===== src/scr_pkg.sv =====
// Constants, register map and carrier types for the secondary oscillator
// and reference clock output block.
// Assumes one 20 MHz system clock; the slower clocks arrive as enable ticks.
`default_nettype none
package scr_pkg;
   localparam int SCR_AW = 2;
   localparam int SCR_DW = 16;
   localparam int SCR_CNT_W = 15;
   localparam int SCR_CLK_MHZ = 20;

   localparam logic [SCR_AW-1:0] SCR_REG_REFCTL = 2'h0;
   localparam logic [SCR_AW-1:0] SCR_REG_OSCCTL = 2'h1;
   localparam logic [SCR_AW-1:0] SCR_REG_SOSCCFG = 2'h2;
   localparam logic [SCR_AW-1:0] SCR_REG_STATUS = 2'h3;

   localparam int SCR_REF_EN_BIT = 15;
   localparam int SCR_REF_SLP_BIT = 13;
   localparam int SCR_REF_SEL_BIT = 12;
   localparam int SCR_REF_DIV_LSB = 8;
   localparam int SCR_OSC_MANEN_BIT = 1;
   localparam int SCR_OSC_PKEEP_BIT = 2;
   localparam int SCR_SECONDARY_OSCILLATOR_MODE_LSB = 8;
   localparam int SCR_STS_OSC_ON = 0;
   localparam int SCR_STS_LOWPWR = 1;
   localparam int SCR_STS_DIGIO = 2;
   localparam int SCR_STS_REF_ON = 3;
   localparam int SCR_STS_PRI_ON = 4;

   localparam logic [SCR_DW-1:0] SCR_REFCTL_MASK = 16'hbf00;
   localparam logic [3:0] SCR_REF_DIV_RST = 4'h0;
   localparam logic SCR_BIT_RST = 1'b0;
   localparam logic [1:0] SCR_MODE_RST = 2'h0;
   localparam logic [3:0] SCR_DIV_MIN_CODE = 4'h5;

   typedef enum logic [1:0] {
      SCR_MODE_DIGIO = 2'h0,
      SCR_MODE_LOWPWR = 2'h1,
      SCR_MODE_EXTCLK = 2'h2,
      SCR_MODE_HIPWR = 2'h3
   } scr_mode_t;

   typedef struct packed {
      logic outEnable;
      logic runInSleep;
      logic sourceSelect;
      logic [3:0] divisor;
   } scr_ref_ctl_t;

   typedef struct packed {
      logic oscEnable;
      logic lowPower;
      logic pinsDigital;
      logic clockTick;
   } scr_secondary_oscillator_t;
endpackage
`default_nettype wire


===== src/scr_clock_ctrl.sv =====
// Secondary oscillator control and divided reference clock output.
// Assumes synchronous inputs; oscillator and system clocks come as ticks.
//
// The implementer's own choices: the address map and the plain strobed port.
`timescale 1ns/1ps
`default_nettype none

// Behaviour
// [RQ1] Peripheral demand starts the secondary oscillator without the manual enable.
// [RQ2] Manual enable starts the secondary oscillator ahead of any demand.
// [RQ3] Oscillator runs only with mode codes 11 or 01.
// [RQ4] Mode 00 makes oscillator pins digital I/O; oscillating modes forbid it.
// [RQ5] Mode 01 selects low drive; other oscillating mode uses high drive.
// [RQ6] External clock mode clocks modules from input pin; driver off, manual enable ignored.
// [RQ7] Output enable bit 15 drives the divided clock onto the output pin.
// [RQ8] Divisor field bits 11:8 selects among sixteen ratios; the code clamps codes below 0101 to 32, leaving eleven.
// [RQ9] Divisor is a power of two: 1111 is 32768, 0101 is 32.
// [RQ10] Source select picks primary oscillator or system clock as base clock.
// [RQ11] Source select 1 is primary oscillator, 0 is the switching system clock.
// [RQ12] Sleep control bit decides whether the output runs during Sleep.
// [RQ13] Sleep bit 1 keeps output running in Sleep; 0 disables it.
// [RQ14] Output present in Sleep only with sleep bit and source select both set.
// [RQ15] Sleep powers down primary oscillator unless keep bit set, stopping its output.
// [RQ16] With source select clear, output follows system clock switches at once.
// [RQ17] Reference output works in every oscillator configuration.
// [RQ18] Control bits reset to zero; bit 14 and bits 7:0 read zero.
module scr_clock_ctrl
   import scr_pkg::*;
(
   input wire logic sys_clk,
   input wire logic sys_rst,
   input wire logic [SCR_AW-1:0] busAddr,
   input wire logic [SCR_DW-1:0] busWrData,
   input wire logic busWrStb,
   input wire logic busRdStb,
   output logic [SCR_DW-1:0] busRdData,
   input wire logic periphDemand,
   input wire logic sleepMode,
   input wire logic systemTick,
   input wire logic primaryTick,
   input wire logic secondaryXtalTick,
   input wire logic secondaryExtClockIn,
   output scr_secondary_oscillator_t soscOut,
   output logic primaryOscRun,
   output logic refClockOut,
   output logic refClockOe_n
);

   function automatic logic [SCR_CNT_W-1:0] halfTicks(input logic [3:0] code);
      logic [3:0] c;
      c = (code < SCR_DIV_MIN_CODE) ? SCR_DIV_MIN_CODE : code;
      return SCR_CNT_W'(1) << (c - 4'h1);
   endfunction

   scr_ref_ctl_t refCtl_reg;
   logic manEn_reg;
   logic primaryKeep_reg;
   scr_mode_t mode_reg;
   logic [SCR_DW-1:0] rdData_reg;
   scr_secondary_oscillator_t secondary_oscillator_reg;
   scr_secondary_oscillator_t secondary_oscillator_next;
   logic primaryRun_reg;
   logic refOut_reg;
   logic refOe_n_reg;
   logic [SCR_CNT_W-1:0] divCnt_reg;
   logic extPrev_reg;

   logic oscModeOn;
   logic extMode;
   logic extRise;
   logic refAllowed;
   logic baseTick;
   logic divWrap;
   logic [SCR_DW-1:0] refCtlRead;
   logic [SCR_DW-1:0] statusRead;

   // Register writes
   always_ff @(posedge sys_clk) begin
      if (sys_rst) begin
         refCtl_reg <= '{SCR_BIT_RST, SCR_BIT_RST, SCR_BIT_RST, SCR_REF_DIV_RST}; // RQ18
      end else if (busWrStb && busAddr == SCR_REG_REFCTL) begin
         refCtl_reg.outEnable <= busWrData[SCR_REF_EN_BIT]; // RQ7
         refCtl_reg.runInSleep <= busWrData[SCR_REF_SLP_BIT]; // RQ12
         refCtl_reg.sourceSelect <= busWrData[SCR_REF_SEL_BIT]; // RQ10
         refCtl_reg.divisor <= busWrData[SCR_REF_DIV_LSB +: 4]; // RQ8
      end
   end

   always_ff @(posedge sys_clk) begin
      if (sys_rst) begin
         manEn_reg <= SCR_BIT_RST;
         primaryKeep_reg <= SCR_BIT_RST;
      end else if (busWrStb && busAddr == SCR_REG_OSCCTL) begin
         manEn_reg <= busWrData[SCR_OSC_MANEN_BIT]; // RQ2
         primaryKeep_reg <= busWrData[SCR_OSC_PKEEP_BIT]; // RQ15
      end
   end

   always_ff @(posedge sys_clk) begin
      if (sys_rst) begin
         mode_reg <= scr_mode_t'(SCR_MODE_RST);
      end else if (busWrStb && busAddr == SCR_REG_SOSCCFG) begin
         mode_reg <= scr_mode_t'(busWrData[SCR_SECONDARY_OSCILLATOR_MODE_LSB +: 2]); // RQ3
      end
   end

   // Read path; data stand only in the cycle after the strobe
   always_comb begin
      refCtlRead = '0;
      refCtlRead[SCR_REF_EN_BIT] = refCtl_reg.outEnable;
      refCtlRead[SCR_REF_SLP_BIT] = refCtl_reg.runInSleep;
      refCtlRead[SCR_REF_SEL_BIT] = refCtl_reg.sourceSelect;
      refCtlRead[SCR_REF_DIV_LSB +: 4] = refCtl_reg.divisor;
      statusRead = '0;
      statusRead[SCR_STS_OSC_ON] = secondary_oscillator_reg.oscEnable;
      statusRead[SCR_STS_LOWPWR] = secondary_oscillator_reg.lowPower;
      statusRead[SCR_STS_DIGIO] = secondary_oscillator_reg.pinsDigital;
      statusRead[SCR_STS_REF_ON] = ~refOe_n_reg;
      statusRead[SCR_STS_PRI_ON] = primaryRun_reg;
   end

   always_ff @(posedge sys_clk) begin
      if (sys_rst || !busRdStb) begin
         rdData_reg <= '0;
      end else begin
         unique case (busAddr)
            SCR_REG_REFCTL: rdData_reg <= refCtlRead & SCR_REFCTL_MASK; // RQ18
            SCR_REG_OSCCTL: begin
               rdData_reg <= '0;
               rdData_reg[SCR_OSC_MANEN_BIT] <= manEn_reg;
               rdData_reg[SCR_OSC_PKEEP_BIT] <= primaryKeep_reg;
            end
            SCR_REG_SOSCCFG: begin
               rdData_reg <= '0;
               rdData_reg[SCR_SECONDARY_OSCILLATOR_MODE_LSB +: 2] <= mode_reg;
            end
            SCR_REG_STATUS: rdData_reg <= statusRead;
         endcase
      end
   end

   // Secondary oscillator
   assign oscModeOn = (mode_reg == SCR_MODE_HIPWR) || (mode_reg == SCR_MODE_LOWPWR); // RQ3
   assign extMode = (mode_reg == SCR_MODE_EXTCLK);
   assign extRise = secondaryExtClockIn & ~extPrev_reg;

   always_comb begin
      // Manual enable has no say outside the oscillating modes
      secondary_oscillator_next.oscEnable = oscModeOn & (periphDemand | manEn_reg); // RQ1 RQ2 RQ6
      secondary_oscillator_next.lowPower = (mode_reg == SCR_MODE_LOWPWR); // RQ5
      secondary_oscillator_next.pinsDigital = (mode_reg == SCR_MODE_DIGIO); // RQ4
      if (oscModeOn) begin
         secondary_oscillator_next.clockTick = secondary_oscillator_reg.oscEnable & secondaryXtalTick;
      end else begin
         secondary_oscillator_next.clockTick = extMode & extRise; // RQ6
      end
   end

   always_ff @(posedge sys_clk) begin
      if (sys_rst) begin
         secondary_oscillator_reg <= '0;
         extPrev_reg <= 1'b0;
      end else begin
         secondary_oscillator_reg <= secondary_oscillator_next;
         extPrev_reg <= secondaryExtClockIn;
      end
   end

   // Primary oscillator power in Sleep
   always_ff @(posedge sys_clk) begin
      if (sys_rst) begin
         primaryRun_reg <= 1'b1;
      end else begin
         primaryRun_reg <= ~sleepMode | primaryKeep_reg; // RQ15
      end
   end

   // Reference output; no dependence on oscillator configuration
   assign refAllowed = refCtl_reg.outEnable &
      (~sleepMode | (refCtl_reg.runInSleep & refCtl_reg.sourceSelect)); // RQ7 RQ13 RQ14 RQ17
   // A powered-down primary gives no ticks, so its output freezes
   assign baseTick = refCtl_reg.sourceSelect ? (primaryTick & primaryRun_reg) : systemTick; // RQ11 RQ15 RQ16
   assign divWrap = divCnt_reg >= (halfTicks(refCtl_reg.divisor) - SCR_CNT_W'(1)); // RQ9

   always_ff @(posedge sys_clk) begin
      if (sys_rst || !refAllowed) begin
         divCnt_reg <= '0;
         refOut_reg <= 1'b0;
      end else if (baseTick) begin
         if (divWrap) begin
            // Wrap on >= so a smaller divisor takes effect at once
            divCnt_reg <= '0;
            refOut_reg <= ~refOut_reg; // RQ8 RQ9
         end else begin
            divCnt_reg <= divCnt_reg + SCR_CNT_W'(1);
         end
      end
   end

   always_ff @(posedge sys_clk) begin
      if (sys_rst) begin
         refOe_n_reg <= 1'b1;
      end else begin
         refOe_n_reg <= ~refAllowed; // RQ7 RQ13
      end
   end

   assign busRdData = rdData_reg;
   assign soscOut = secondary_oscillator_reg;
   assign primaryOscRun = primaryRun_reg;
   assign refClockOut = refOut_reg;
   assign refClockOe_n = refOe_n_reg;
endmodule
`default_nettype wire


===== config.mk =====
export PLATFORM = sky130hd
export DESIGN_NAME = scr_clock_ctrl
export DESIGN_NICKNAME = d
export VERILOG_FILES = /design/src/scr_pkg.sv /design/src/scr_clock_ctrl.sv
export SDC_FILE = /design/constraint.sdc
export NUM_CORES = 1
export LEC_CHECK = 0
export BUFFER_PORTS_ARGS = -buffer_cell sky130_fd_sc_hd__buf_2
export CORE_ASPECT_RATIO = 2
export CORE_UTILIZATION = 53
export CTS_CLUSTER_SIZE = 24
export DETAILED_ROUTE_END_ITERATION = 12
export HOLD_SLACK_MARGIN = 0.15
export PLACE_DENSITY = 0.84
export SYNTH_ARGS = -nofsm -noshare
export SYNTH_HDL_FRONTEND = slang
export SYNTH_SLANG_ARGS = --single-unit

===== constraint.sdc =====
create_clock -name sys_clk -period 3.2 [get_ports sys_clk]
set_input_delay 0.96 -clock sys_clk [delete_from_list [all_inputs] [get_ports sys_clk]]
set_output_delay 0.96 -clock sys_clk [all_outputs]
set_load 0.05 [all_outputs]

### Word level (Yosys, flattened, before mapping)

Index checks and enable logic that the tools add are counted.

| storage, ports and cells | value |
|---|---|
| output and inout port bits | 23 |
| register bits after elaboration | 50 |
| logic and storage cells | 60 |
| bits of input ports | 28 |

| cells by class | value |
|---|---|
| reductions and logical operators | 11 |
| bitwise gates (word level) | 15 |
| order comparisons | 2 |
| shifts and indexed selects | 1 |
| multiplexer cells | 5 |
| $add $sub $neg | 3 |
| eq/ne operators | 6 |

Operators with widths:

| kind | number |
|---|---|
| $pmux W16 S4 | 1 |
| $add A15 B1 Y15 const B | 1 |
| $ge A15 B15 Y1 | 1 |
| $mux W15 | 1 |
| $shl A1 B4 Y15 const A | 1 |
| $sub A15 B1 Y15 const B | 1 |
| $eq A2 B2 Y1 const B | 4 |
| $and A1 B1 Y1 | 7 |
| $not A1 Y1 | 5 |
| $eq A2 B1 Y1 const B | 2 |
| $logic_not A2 Y1 | 2 |
| $lt A4 B3 Y1 const B | 1 |
| $mux W4 | 1 |
| $sub A4 B1 Y4 const B | 1 |
| $logic_and A1 B1 Y1 | 3 |
| $logic_or A1 B1 Y1 | 3 |
| $or A1 B1 Y1 | 3 |
| $logic_not A1 Y1 | 2 |
| $mux W1 | 2 |
| $reduce_and A2 Y1 | 1 |

### Logic depth before layout (Yosys ltp)

| depth | value |
|---|---|
| word-level depth | 7 |
| gate-level depth with buffers | 12 |

### Least setup slack after synthesis

Ideal clock, no wire load.

| timing path | value |
|---|---|
| kind | reg-to-reg |
| start | reg refCtl_reg (netlist bit refCtlRead[10]) |
| end | reg divCnt_reg[5] |
| slack | 825 ps |
| data required time | 3086 ps |
| setup time | 114 ps |
| arrival | 2260 ps |
| stages on the path, launching flop included | 10 |
| path buffers | 2 |
| path through | dfxtp_1 > clkbuf_1 > nand2_1 > a21o_1 > ha_1 > nand4_1 > or4_4 > o31ai_4 > buf_6 > nor2_1 |

| between the ends | value |
|---|---|
| longest elaborated chain between the ends | 7 |

RTL lines:

| item | RTL line | source |
|---|---|---|
| from (decl) | scr_clock_ctrl.sv:55 | `scr_ref_ctl_t refCtl_reg;` |
| from (signal assigned) | scr_clock_ctrl.sv:80 | `refCtl_reg <= '{SCR_BIT_RST, SCR_BIT_RST, SCR_BIT_RST, SCR_REF_DIV_RST};` |
| $lt A4 B3 Y1 | scr_clock_ctrl.sv:51 | `c = (code < SCR_DIV_MIN_CODE) ? SCR_DIV_MIN_CODE : code;` |
| $mux W4 * | scr_clock_ctrl.sv:51 |  |
| $sub A4 B1 Y4 * | scr_clock_ctrl.sv:52 | `return SCR_CNT_W'(1) << (c - 4'h1);` |
| $shl A1 B4 Y15 * | scr_clock_ctrl.sv:52 |  |
| $sub A15 B1 Y15 * | scr_clock_ctrl.sv:183 | `assign divWrap = divCnt_reg >= (halfTicks(refCtl_reg.divisor) - SCR_CNT_W'(1));` |
| $ge A15 B15 Y1 * | scr_clock_ctrl.sv:183 |  |
| $mux W15 * | scr_clock_ctrl.sv:190 | `if (divWrap) begin` |
| to (signal assigned) | scr_clock_ctrl.sv:195 | `divCnt_reg <= divCnt_reg + SCR_CNT_W'(1);` |
| to (decl) | scr_clock_ctrl.sv:65 | `logic [SCR_CNT_W-1:0] divCnt_reg;` |

Every way passes the cells marked *; elsewhere a longest branch is shown, timed or not.
A chain may end at the register's enable or synchronous reset.

### Final worst setup path

| timing path | value |
|---|---|
| start | reg refCtl_reg (netlist bit refCtlRead[9]) |
| end | reg divCnt_reg[12] |

The elaborated chain is that of the path after synthesis.

==> reports/metrics.yaml <==
critical_path:
  cp-end-kind: "flop"
  slowest_delay_ps: 600
  cp.arrival_ps: 2880
  startpoint_type: "flop"
  crit_required_ps: 3370
  r2r_cells: 7
  cp_num_buf_inv: 0
  rr_endpoint: "divCnt_reg[12]"
  critical_path.top_delay_family: "simple AND/OR/NAND/NOR gates"
  worstSetupPathType: "reg -> reg"
  timing.rr.start: "refCtlRead[9]"
  critPathMaxFanout: 14
  crit_slowest_cell: "or4_4"
  r2r_setup_slack_ps: 500
  worstPathCellList: "and2_1 > nand3_1 > ha_1 > nand4_1 > or4_4 > o31ai_4 > nor2_1"
cts:
  cts-resized-gates: 0
  cts_buffer_depth: 2
  cts_tree: "yes"
  cts_hold_buf: 0
  ctsHtreeMaxLevel: 2
  cts_post_setup_buffers_inserted: 0
  clock_latency_ps: 300
  numCtsBuffers: 5
  clkSinkCount: 46
  cts.clk_slew.worst_paths_ps: 90
  cts-root-buf: "clkbuf_8"
cells_and_area:
  drive_gt1_share_pct: 19.0
  area_delta_synth_final_pct: 15.4
  mostFrequentLayoutCell: "dfxtp_1"
  antenna_cells: 0
  stdcell_count: 347
  multiInputGateArea_mm2: 0.00127
  largest_reg_flops: 15
  nNetsFinal: 339
  layout_common_cells: "dfxtp_1 (46), nor2_1 (40), buf_2 (39)"
  fillCellCount: 342
  regArea_um2: 921
global_route:
  grt_first_pass_wirelength_mm: 7.68
  grt-ovfl-total: 0
  grt_antenna_before_repair: 0
  grt_max_degree: 19
  grt_pass1_vias: 1855
  grt_use_total_pct: 23.9
worst_hold_path:
  min_path_cells: 1
  hold_path.class: "reg -> reg"
  hold-path-endpoint: "busRdData[3]"
  worstHoldStart: "refClockOe_n"
synthesis:
  yosys_most_used_dff: "dfxtp_1"
  yosysSeqAreaShare_pct: 40.8
  ys_types: 38
  syn_avg_cell_area_um2: 8.95
  synthCells: 252
  netlist_area_mm2: 0.00225
  ys_ff_latch: 46
  synth_edf_count: 0
  async_flop_share_pct: 0
  synth_warnings: 0
floorplanning:
  core.rowCount: 33
  io_pins: 51
  initial_utilization_pct: 55.2
  core_area_mm2: 0.00409
  die_y_um: 94.2
  die_area_mm2: 0.00453
  fp.dieW_um: 48.1
sta:
  maxSlewHeadroom_pct: 60.2
  rsz0062_at_grt: "no"
  min_period_ps: 2700
  fin_hold_ws_ps: 414
  finalMaxSlewViolations: 0
  worst_pin_slew_ps: 597
  fmax_ghz: 0.370
  setup_viol: 0
  hold_viol_final: 0
  setup_tns_ps: 0
  clock_skew_ps: 4.28
  fin_crit_sh_pct: 84.5
placed_design:
  dpl.cell_count: 339
  place.port_buffers: 39
  dp_hpwl_mm: 3.77
  place.gp.congestion: 0.801
detailed_routing:
  drt-total-wl_mm: 4.69
  wl_per_cell_um: 13.5
  vias_per_cell: 5.34
  vias: 1854
  drcViolationCount: 0
  first_iter_violations: 26
  ant_nets: 0
  first_pass_iters: 4
power:
  p_per_area_mw_per_mm2: 433
  leakage_nw: 1.15
  fin_total_pwr_w: 0.00113
  peakVddDrop_mv: 0.315
job:
  drv_cap: 0
outcome:
  status: "finished, final reports clean"
worst register-to-register path, stage by stage (launching register included):
cell and delay [ps]:
dfxtp_1 510, and2_1 260, nand3_1 110, ha_1 300, nand4_1 170, or4_4 600
o31ai_4 520, nor2_1 110
power by group:
part	switching (W)	internal [W]
clock	0.000208	0.000234
sequential	0.00000802	0.000581
combinational	0.0000631	0.0000329
total	0.000279	0.000848
cells by family after synthesis:
group                      count (synthesis)  synth area share, %
DFF                                       46                 40.8
adders and majority gates                 17                 9.43
muxes                                     15                 6.66
AOI/OAI and AO/OA                         34                 10.9
other                                      2                0.333
buffers and inverters                     18                 4.00
and+or+nand+nor                          106                 22.4
xor gates and xnor gates                  14                 5.44
how the worst max path moves through the flow:
| stage | start | to | slack (ps) | cells after the start |
|---|---|---|---|---|
| 2_1_floorplan | refCtlRead[10] | divCnt_reg[5] | 830 | 9 |
| 3_3_place_gp | refCtlRead[9] | divCnt_reg[14] | 540 | 7 |
| 3_5_place_dp | refCtlRead[9] | divCnt_reg[6] | 500 | 7 |
| 4_1_cts | refCtlRead[9] | divCnt_reg[12] | 460 | 7 |
| 5_1_grt | refCtlRead[9] | divCnt_reg[11] | 340 | 7 |
| 6_report | refCtlRead[9] | divCnt_reg[12] | 500 | 7 |
per-stage QoR:
step | utilization (%) | setup WS (ps) | instance area (um^2)
CTS | 63.6 | 463 | 2600
finish | 63.6 | 496 | 2600
floorplan | - | 825 | 2280
global placement | 60.9 | 535 | 2490
global route | 63.6 | 341 | 2600
detailed placement | 60.9 | 497 | 2490
synth_stat cells (2+ instances only):
cell      instances  area [um^2]
buf_4             4         30.0
xor2_1           11         96.3
nor2b_1           3         18.8
a21o_1            2         15.0
nand3_1           6         30.0
dfxtp_1          46          921
nand2_1          26         97.6
clkbuf_1          7         26.3
nor2_1           40          150
nand4_1           6         37.5
o31ai_1           2         15.0
and4_1            2         17.5
ha_1             17          213
conb_1            2         7.51
a211oi_2          3         37.5
nand2b_1          4         25.0
nand3b_1          2         15.0
a21oi_1          13         65.1
and2_1            9         56.3
mux2i_1          15          150
and3_1            2         12.5
inv_1             5         18.8
nor3_1            3         15.0
xnor2_1           3         26.3
o21ai_0           6         30.0
final cells by class:
cell class / count / share of cell area, %
clock inverters: 3 / 1.68
inverters: 5 / 0.722
clock buffers: 5 / 2.65
repair buffers: 42 / 8.37
multi-input cells: 194 / 48.7
flip-flops and latches: 46 / 35.4
well taps: 52 / 2.50
metal layers:
metal  vias up  track usage (%)  share of wire [%]
met4         0             11.6                3.7
met1       862             21.7                 33
li1        937                -                  -
met5         -                0                  0
met3        15             3.65                2.4
met2        40             45.6                 61
Power figures use the tool's default switching activity.
